===== src/ddr_in_gear_defines.vh =====
`ifndef DDR_IN_GEAR_DEFINES_VH
`define DDR_IN_GEAR_DEFINES_VH
`define MODE_SINGLE     2'h0
`define MODE_DOUBLE     2'h1
`define MODE_SEVEN      2'h2
`define PTR_W           3
`define FIFO_DEPTH      8
`define WORD_W          7
`define SHIFT_W         14
`define DELAY_MAX_W     4
`define MEM_PERIOD_NS   160
`define CLK_PERIOD_NS   10
`define QUARTER_CYCLES  ((`MEM_PERIOD_NS / 4) / `CLK_PERIOD_NS)
`endif


===== src/ddr_input_gearing_fifo.v =====
`timescale 1ns/100ps
`default_nettype none
`include "ddr_in_gear_defines.vh"
module ddr_input_gearing_fifo #(
	parameter TOP_SIDE = 0
) (
	// clock and reset
	input  wire       clk_in,
	input  wire       reset_in,
	// pins from far side
	input  wire       pin_data_in,
	input  wire       fast_edge_clock_in,
	input  wire       read_strobe_in,
	// core control
	input  wire [1:0] gear_mode_in,
	input  wire [3:0] input_delay_in,
	input  wire       fifo_bypass_in,
	input  wire       word_align_request_in,
	// core data
	output reg  [6:0] word_out,
	output wire       word_valid_out,
	input  wire       word_ready_in,
	output wire [2:0] fifo_read_pointer_out,
	output wire [2:0] fifo_write_pointer_out,
	output wire       slow_tick_out
);
	// all pins pass two flops before any logic
	reg [1:0] pin_s_reg;
	reg [1:0] ecl_s_reg;
	reg [1:0] dqs_s_reg;
	always @(posedge clk_in or posedge reset_in) begin
		if (reset_in) begin
			pin_s_reg <= 2'h0;
			ecl_s_reg <= 2'h0;
			dqs_s_reg <= 2'h0;
		end else begin
			pin_s_reg <= {pin_s_reg[0], pin_data_in};
			ecl_s_reg <= {ecl_s_reg[0], fast_edge_clock_in};
			dqs_s_reg <= {dqs_s_reg[0], read_strobe_in};
		end
	end
	reg ecl_d_reg;
	reg dqs_d_reg;
	always @(posedge clk_in or posedge reset_in) begin
		if (reset_in) begin
			ecl_d_reg <= 1'b0;
			dqs_d_reg <= 1'b0;
		end else begin
			ecl_d_reg <= ecl_s_reg[1];
			dqs_d_reg <= dqs_s_reg[1];
		end
	end

	// a pin already high at release would look like an edge, so edges are
	// ignored until both sync stages and the delay flop hold the pin
	reg [1:0] warm_reg;
	always @(posedge clk_in or posedge reset_in) begin
		if (reset_in)
			warm_reg <= 2'h0;
		else if (warm_reg != 2'h3)
			warm_reg <= warm_reg + 2'h1;
	end
	wire edges_live = (warm_reg == 2'h3);
	wire ecl_edge   = edges_live && (ecl_s_reg[1] ^ ecl_d_reg);
	wire dqs_edge   = edges_live && (dqs_s_reg[1] ^ dqs_d_reg);
	// programmable delay line on the data pin
	reg [15:0] dly_line_reg;
	always @(posedge clk_in or posedge reset_in) begin
		if (reset_in)
			dly_line_reg <= 16'h0000;
		else
			dly_line_reg <= {dly_line_reg[14:0], pin_s_reg[1]};
	end
	// taps near a whole bit period move the sample into the previous bit
	wire pin_delayed = dly_line_reg[input_delay_in];
	// strobe edges fire the write a quarter memory period later
	reg [`QUARTER_CYCLES:0] strobe_dly_reg;
	always @(posedge clk_in or posedge reset_in) begin
		if (reset_in)
			strobe_dly_reg <= {(`QUARTER_CYCLES + 1){1'b0}};
		else
			strobe_dly_reg <= {strobe_dly_reg[`QUARTER_CYCLES - 1:0], dqs_edge};
	end
	wire dqs_shifted = strobe_dly_reg[`QUARTER_CYCLES];

	// the strobe edge marks a bit transition; writing a quarter period later
	// samples the pin mid-eye at tap 0, and the data is written through the input_delay_in tap of the delay line
	integer k;
	// the read side trails the edge clock by two cycles so that an edge clock
	// in phase with the delayed strobe never reads an entry not yet written
	reg [1:0] ecl_late_reg;
	always @(posedge clk_in or posedge reset_in) begin
		if (reset_in)
			ecl_late_reg <= 2'h0;
		else
			ecl_late_reg <= {ecl_late_reg[0], ecl_edge};
	end
	wire ecl_late = ecl_late_reg[1];

	// pointers kept in this cell from the delayed strobe and the late edge clock, one fifo per pin
	// no full guard: a burst longer than the depth overwrites unread bits
	reg [`PTR_W-1:0] wr_ptr_reg;
	reg [`PTR_W-1:0] rd_ptr_reg;
	reg              fifo_mem [0:`FIFO_DEPTH-1];
	wire             fifo_empty = (wr_ptr_reg == rd_ptr_reg);
	always @(posedge clk_in or posedge reset_in) begin
		if (reset_in) begin
			wr_ptr_reg <= 3'h0;
			rd_ptr_reg <= 3'h0;
			for (k = 0; k < `FIFO_DEPTH; k = k + 1)
				fifo_mem[k] <= 1'b0;
		end else begin
			if (dqs_shifted && !fifo_bypass_in) begin
				fifo_mem[wr_ptr_reg] <= pin_delayed;
				wr_ptr_reg <= wr_ptr_reg + 3'h1;
			end
			if (ecl_late && !fifo_empty && !fifo_bypass_in)
				rd_ptr_reg <= rd_ptr_reg + 3'h1;
		end
	end
	assign fifo_write_pointer_out = wr_ptr_reg;
	assign fifo_read_pointer_out  = rd_ptr_reg;
	// fifo sits ahead of the gearing; bypass feeds the pin straight in
	wire gear_bit = fifo_bypass_in ? pin_delayed : fifo_mem[rd_ptr_reg];
	// top cells fall back to single rate whatever is requested
	wire [1:0] mode = (TOP_SIDE != 0) ? `MODE_SINGLE : gear_mode_in;
	reg  [3:0] word_bits;
	always @* begin
		case (mode)
		`MODE_SEVEN:  word_bits = 4'h7;
		`MODE_DOUBLE: word_bits = 4'h4;
		`MODE_SINGLE: word_bits = 4'h2;
		default:      word_bits = 4'h2;
		endcase
	end

	// stage one: shift on every edge of the fast clock in bypass, on each fifo read otherwise
	reg [`SHIFT_W-1:0] shift_reg;
	reg [3:0]          cnt_reg;
	reg [2:0]          slip_reg;
	reg                align_d_reg;
	reg [6:0]          update_reg;
	reg                update_pend_reg;
	wire               align_rise = word_align_request_in & ~align_d_reg;
	wire [3:0]         cnt_next = cnt_reg + 4'h1;
	// through the fifo a bit is shifted only once the read side holds one
	wire               shift_en = fifo_bypass_in ? ecl_edge : (ecl_late && !fifo_empty);
	wire               word_done = shift_en && (cnt_next >= word_bits);
	// the word is taken as its last bit shifts in, hence the next value
	wire [`SHIFT_W-1:0] shift_next = {shift_reg[`SHIFT_W-2:0], gear_bit};
	// stage two picks a window offset by the slip count
	wire [`SHIFT_W-1:0] shifted = shift_next >> slip_reg;
	reg  [6:0]          aligned;
	always @* begin
		aligned = 7'h00;
		case (mode)
		`MODE_SINGLE: aligned = {5'h00, shifted[1:0]};
		`MODE_DOUBLE: aligned = {3'h0, shifted[3:0]};
		`MODE_SEVEN:  aligned = shifted[6:0];
		default:      aligned = {5'h00, shifted[1:0]};
		endcase
	end

	// stage one register: the deserialising shifter and its bit count
	always @(posedge clk_in or posedge reset_in) begin
		if (reset_in) begin
			shift_reg <= 14'h0000;
			cnt_reg   <= 4'h0;
		end else if (shift_en) begin
			shift_reg <= shift_next;
			cnt_reg   <= word_done ? 4'h0 : cnt_next;
		end
	end

	// stage two register: alignment slip and the update word
	always @(posedge clk_in or posedge reset_in) begin
		if (reset_in) begin
			slip_reg        <= 3'h0;
			align_d_reg     <= 1'b0;
			update_reg      <= 7'h00;
			update_pend_reg <= 1'b0;
		end else begin
			align_d_reg <= word_align_request_in;
			// each request slips the word boundary by one bit
			if (align_rise)
				slip_reg <= (slip_reg + 3'h1 >= word_bits[2:0] && mode != `MODE_SEVEN) ||
				            (slip_reg == 3'h6) ? 3'h0 : slip_reg + 3'h1;
			if (word_done) begin
				update_reg      <= aligned;
				update_pend_reg <= 1'b1;
			end else begin
				update_pend_reg <= 1'b0;
			end
		end
	end
	// slow clock tick: one per word, the transfer moment
	assign slow_tick_out = update_pend_reg;

	// stage three through a two-entry buffer; a stalled core loses any word that arrives while both entries are full
	reg [6:0] buf_reg [0:1];
	reg [1:0] buf_cnt_reg;
	reg       buf_rd_reg;
	reg       buf_wr_reg;
	wire      buf_push = update_pend_reg && (buf_cnt_reg != 2'h2);
	wire      buf_pop  = word_valid_out && word_ready_in;
	assign word_valid_out = (buf_cnt_reg != 2'h0);
	always @* word_out = buf_reg[buf_rd_reg];
	always @(posedge clk_in or posedge reset_in) begin
		if (reset_in) begin
			buf_reg[0]  <= 7'h00;
			buf_reg[1]  <= 7'h00;
			buf_cnt_reg <= 2'h0;
			buf_rd_reg  <= 1'b0;
			buf_wr_reg  <= 1'b0;
		end else begin
			if (buf_push) begin
				buf_reg[buf_wr_reg] <= update_reg;
				buf_wr_reg <= ~buf_wr_reg;
			end
			if (buf_pop)
				buf_rd_reg <= ~buf_rd_reg;
			buf_cnt_reg <= buf_cnt_reg + {1'b0, buf_push} - {1'b0, buf_pop};
		end
	end
endmodule // ddr_input_gearing_fifo
`default_nettype wire


===== config.mk =====
export PLATFORM = sky130hd
export DESIGN_NAME = ddr_input_gearing_fifo
export DESIGN_NICKNAME = d
export VERILOG_FILES = /design/src/ddr_input_gearing_fifo.v
export VERILOG_INCLUDE_DIRS = /design/src
export SDC_FILE = /design/constraint.sdc
export NUM_CORES = 1
export LEC_CHECK = 0
export BUFFER_PORTS_ARGS = -buffer_cell sky130_fd_sc_hd__buf_2
export CORE_MARGIN = 5
export CORE_UTILIZATION = 53
export DETAILED_ROUTE_END_ITERATION = 16
export MAX_ROUTING_LAYER = met4
export PLACE_DENSITY = 0.71
export SYNTH_ARGS = -nofsm -noshare
export SYNTH_HDL_FRONTEND = slang
export SYNTH_SLANG_ARGS = --single-unit

===== constraint.sdc =====
create_clock -name clk_in -period 3.5 [get_ports clk_in]
set_clock_uncertainty 0.2 [all_clocks]
set_input_delay 0.525 -clock clk_in [delete_from_list [all_inputs] [get_ports clk_in]]
set_output_delay 0.525 -clock clk_in [all_outputs]
set_load 0.03 [all_outputs]

==> results.ini <==
[outcome]
status=completed

[timing]
finalSetupViolCount=0
timing.fmax_mhz=361
rsz0062_at_grt=no
slew_headroom=0.486
layout_min_cycle_time_ps=2770
worstMarginPinSlew_ps=770
final.setup.tns_ps=0
setup_ws_ps=729
slew_viol_final=0
finalHoldViolCount=0
fin_crit_sh=0.792

[synth]
postSynthAreaPerCell_um2=12.2
synth_nets=384
synth-compound-area-share=0.0774
ys_seq_area_frac=0.545
synthFlopType=dfrtp_1
synth_top_family_by_area=multiplexers
syn_area_mm2=0.00431
synth-edff-count=0
synth-warning-count=0
synth_fa_ha_area_frac=0.0487
muxShareOfSynthArea=0.152
synth_cell_type_count=51
synth-async-reset-ratio=1.00
syn_inst=354
ys_ff_latch=94
synthSimpleGateAreaFrac=0.115
synthXorXnorAreaFrac=0.0305

[power_and_ir_drop]
internal-power_mw=2.37
power_mw=3.85
ir_drop_mv=0.317
clkPwrFrac=0.183
p_leak_nw=2.25
p_comb_frac=0.361
switching_power_mw=1.48
swShare=0.385
p_per_area_mw_per_mm2=815
sequentialPowerShare=0.456

[floorplan]
start_util=0.533
rows=33
fp.dieH_um=100
ios=29
fp.dieW_um=100
core_mm2=0.00809
dieArea_mm2=0.0100

[critical_path]
cpLargestDelayFamily=adder cells
crit_type=reg -> reg
worst_path_max_delay_cell=dfrtp_1
cp-end-kind=register
path_max_fanout=13
r2r_end=slip_reg[2]
cp_slowest_stage_delay_ps=620
start_kind=register
cp_common_cell=ha_1
r2r_cells=9
worstPathCellList=clkinv_1 > ha_1 > inv_1 > ha_1 > a21oi_1 > maj3_1 > nor2_1 > o311ai_0 > o2bb2ai_1
cp.required_ps=3560
path_buf_inv=2
r2r_slack_ps=730
arrival_ps=2830
r2r_start=slip_reg[0]

[global_routing]
antenna_found_initial=0
track_usage=0.156
grt.overflow.total=0
grt_pass1_wl_um=12100
grt_pass1_vias=2624
grt_max_degree=50

[final_layout]
antenna_cells=0
final_cell_mix=94 x dfrtp_1, 63 x nand2_1, 30 x mux2_2, 28 x buf_2
drive_gt1_frac=0.249
area_growth_pct=9.48
largest_reg_flops=16
nets=411
layout_commonest_cell=dfrtp_1

[clocking]
postCtsSetupBuffers=0
clk_latency_ps=360
cts_buffers=9
cts_resized=0
cts_buffer_depth=2
htreeDepth=3
cts_tree=yes
cts_root_buf=clkbuf_8
cts_sinks=94
holdBufCountCts=0
clk_pin_slew_ps=100

[drt]
routed_via_density=5.35
drt_iter0_markers=84
antenna_left=0
post_drt_wl_per_cell_um=13.8
drc_errors=0
drt-total-wl_um=6780
vias=2625
first_pass_iters=6

[hold_path]
hold_class=in -> async

[placement]
hpwlAfterDp_um=5020
routabilityCongestion=0.846
io_buffers=28
pre_cts_ws_ps=736

[flow_run]
maxCapViolCount=0

==> worst register-to-register path, cell delays in order (launching register included) <==
cell and delay (ps):
dfrtp_1 620, clkinv_1 340, ha_1 390, inv_1 40
ha_1 270, a21oi_1 60, maj3_1 320, nor2_1 150
o311ai_0 130, o2bb2ai_1 150
==> metrics by stage <==
step	hold WS, ps	std cells	instance area [um^2]	util
final	66.5	491	4720	0.584
after global routing	35.7	491	4720	0.584
after CTS	47.1	491	4720	0.584
after detailed placement	136	475	4520	0.559
after global placement	133	475	4520	0.559
after floorplan	131	354	4310	-
==> cells in the mapped netlist, drive strengths merged, types with 2 or more instances <==
master,number,area share
nor2,12,0.011
a22o,2,0.0041
mux2i,16,0.037
a31oi,6,0.0087
nor2b,6,0.0087
nand2b,3,0.0044
xnor2,6,0.012
o31ai,5,0.0087
or2,3,0.0044
a21oi,4,0.0073
nor3,2,0.0023
nor3b,3,0.0052
clkbuf,4,0.0038
a221oi,2,0.0070
nand3,4,0.0046
nand3b,2,0.0035
and2,5,0.0075
inv,13,0.011
dfrtp,94,0.55
nand2,64,0.056
mux2,30,0.078
buf,9,0.015
a21o,3,0.0052
mux4,7,0.037
o21ai,8,0.0093
xor2,9,0.018
ha,16,0.046
==> power groups by stage <==
stage / sequential (mW) / clock [mW] / combinational, mW
2_1_floorplan: 1.68 / 0 / 1.21
3_3_place_gp: 1.76 / 0 / 1.37
3_5_place_dp: 1.78 / 0 / 1.41
4_1_cts: 1.76 / 0.729 / 1.41
5_1_grt: 1.82 / 0.781 / 1.57
6_report: 1.76 / 0.705 / 1.39
==> cells by family after synthesis <==
| kind of cell | count (synthesis) |
|---|---|
| buf+inv | 27 |
| fa+ha+maj | 17 |
| mux | 53 |
| simple gates | 108 |
| compound gates | 40 |
| flops | 94 |
| xor+xnor | 15 |
==> worst max path at each step <==
stage,startpoint,slack [ps],end,cells past startpoint
floorplan,reset_in,330,align_d_reg,1
global placement,slip_reg[0],820,slip_reg[2],9
detailed placement,slip_reg[0],740,slip_reg[2],9
CTS,slip_reg[0],720,slip_reg[2],9
global route,slip_reg[0],410,slip_reg[0],9
finish,slip_reg[0],730,slip_reg[2],9
==> metal layers <==
| layer | GRT usage | wire length (um) | vias up |
|---|---|---|---|
| met1 | 0.204 | 3260 | 1297 |
| met5 | - | 0 | - |
| met3 | 0.0320 | 179 | 12 |
| met4 | 0.0601 | 115 | 0 |
| met2 | 0.239 | 3220 | 31 |
| li1 | - | - | 1285 |
==> cell type report <==
type,count,area [um^2]
Sequential cell,94,2350
Multi-Input combinational cell,233,1830
Clock buffer,10,138
Clock inverter,6,61.3
Inverter,14,53.8
Fill cell,671,3370
Timing Repair Buffer,29,160
Tap cell,105,131
Power figures use the tool's default switching activity.
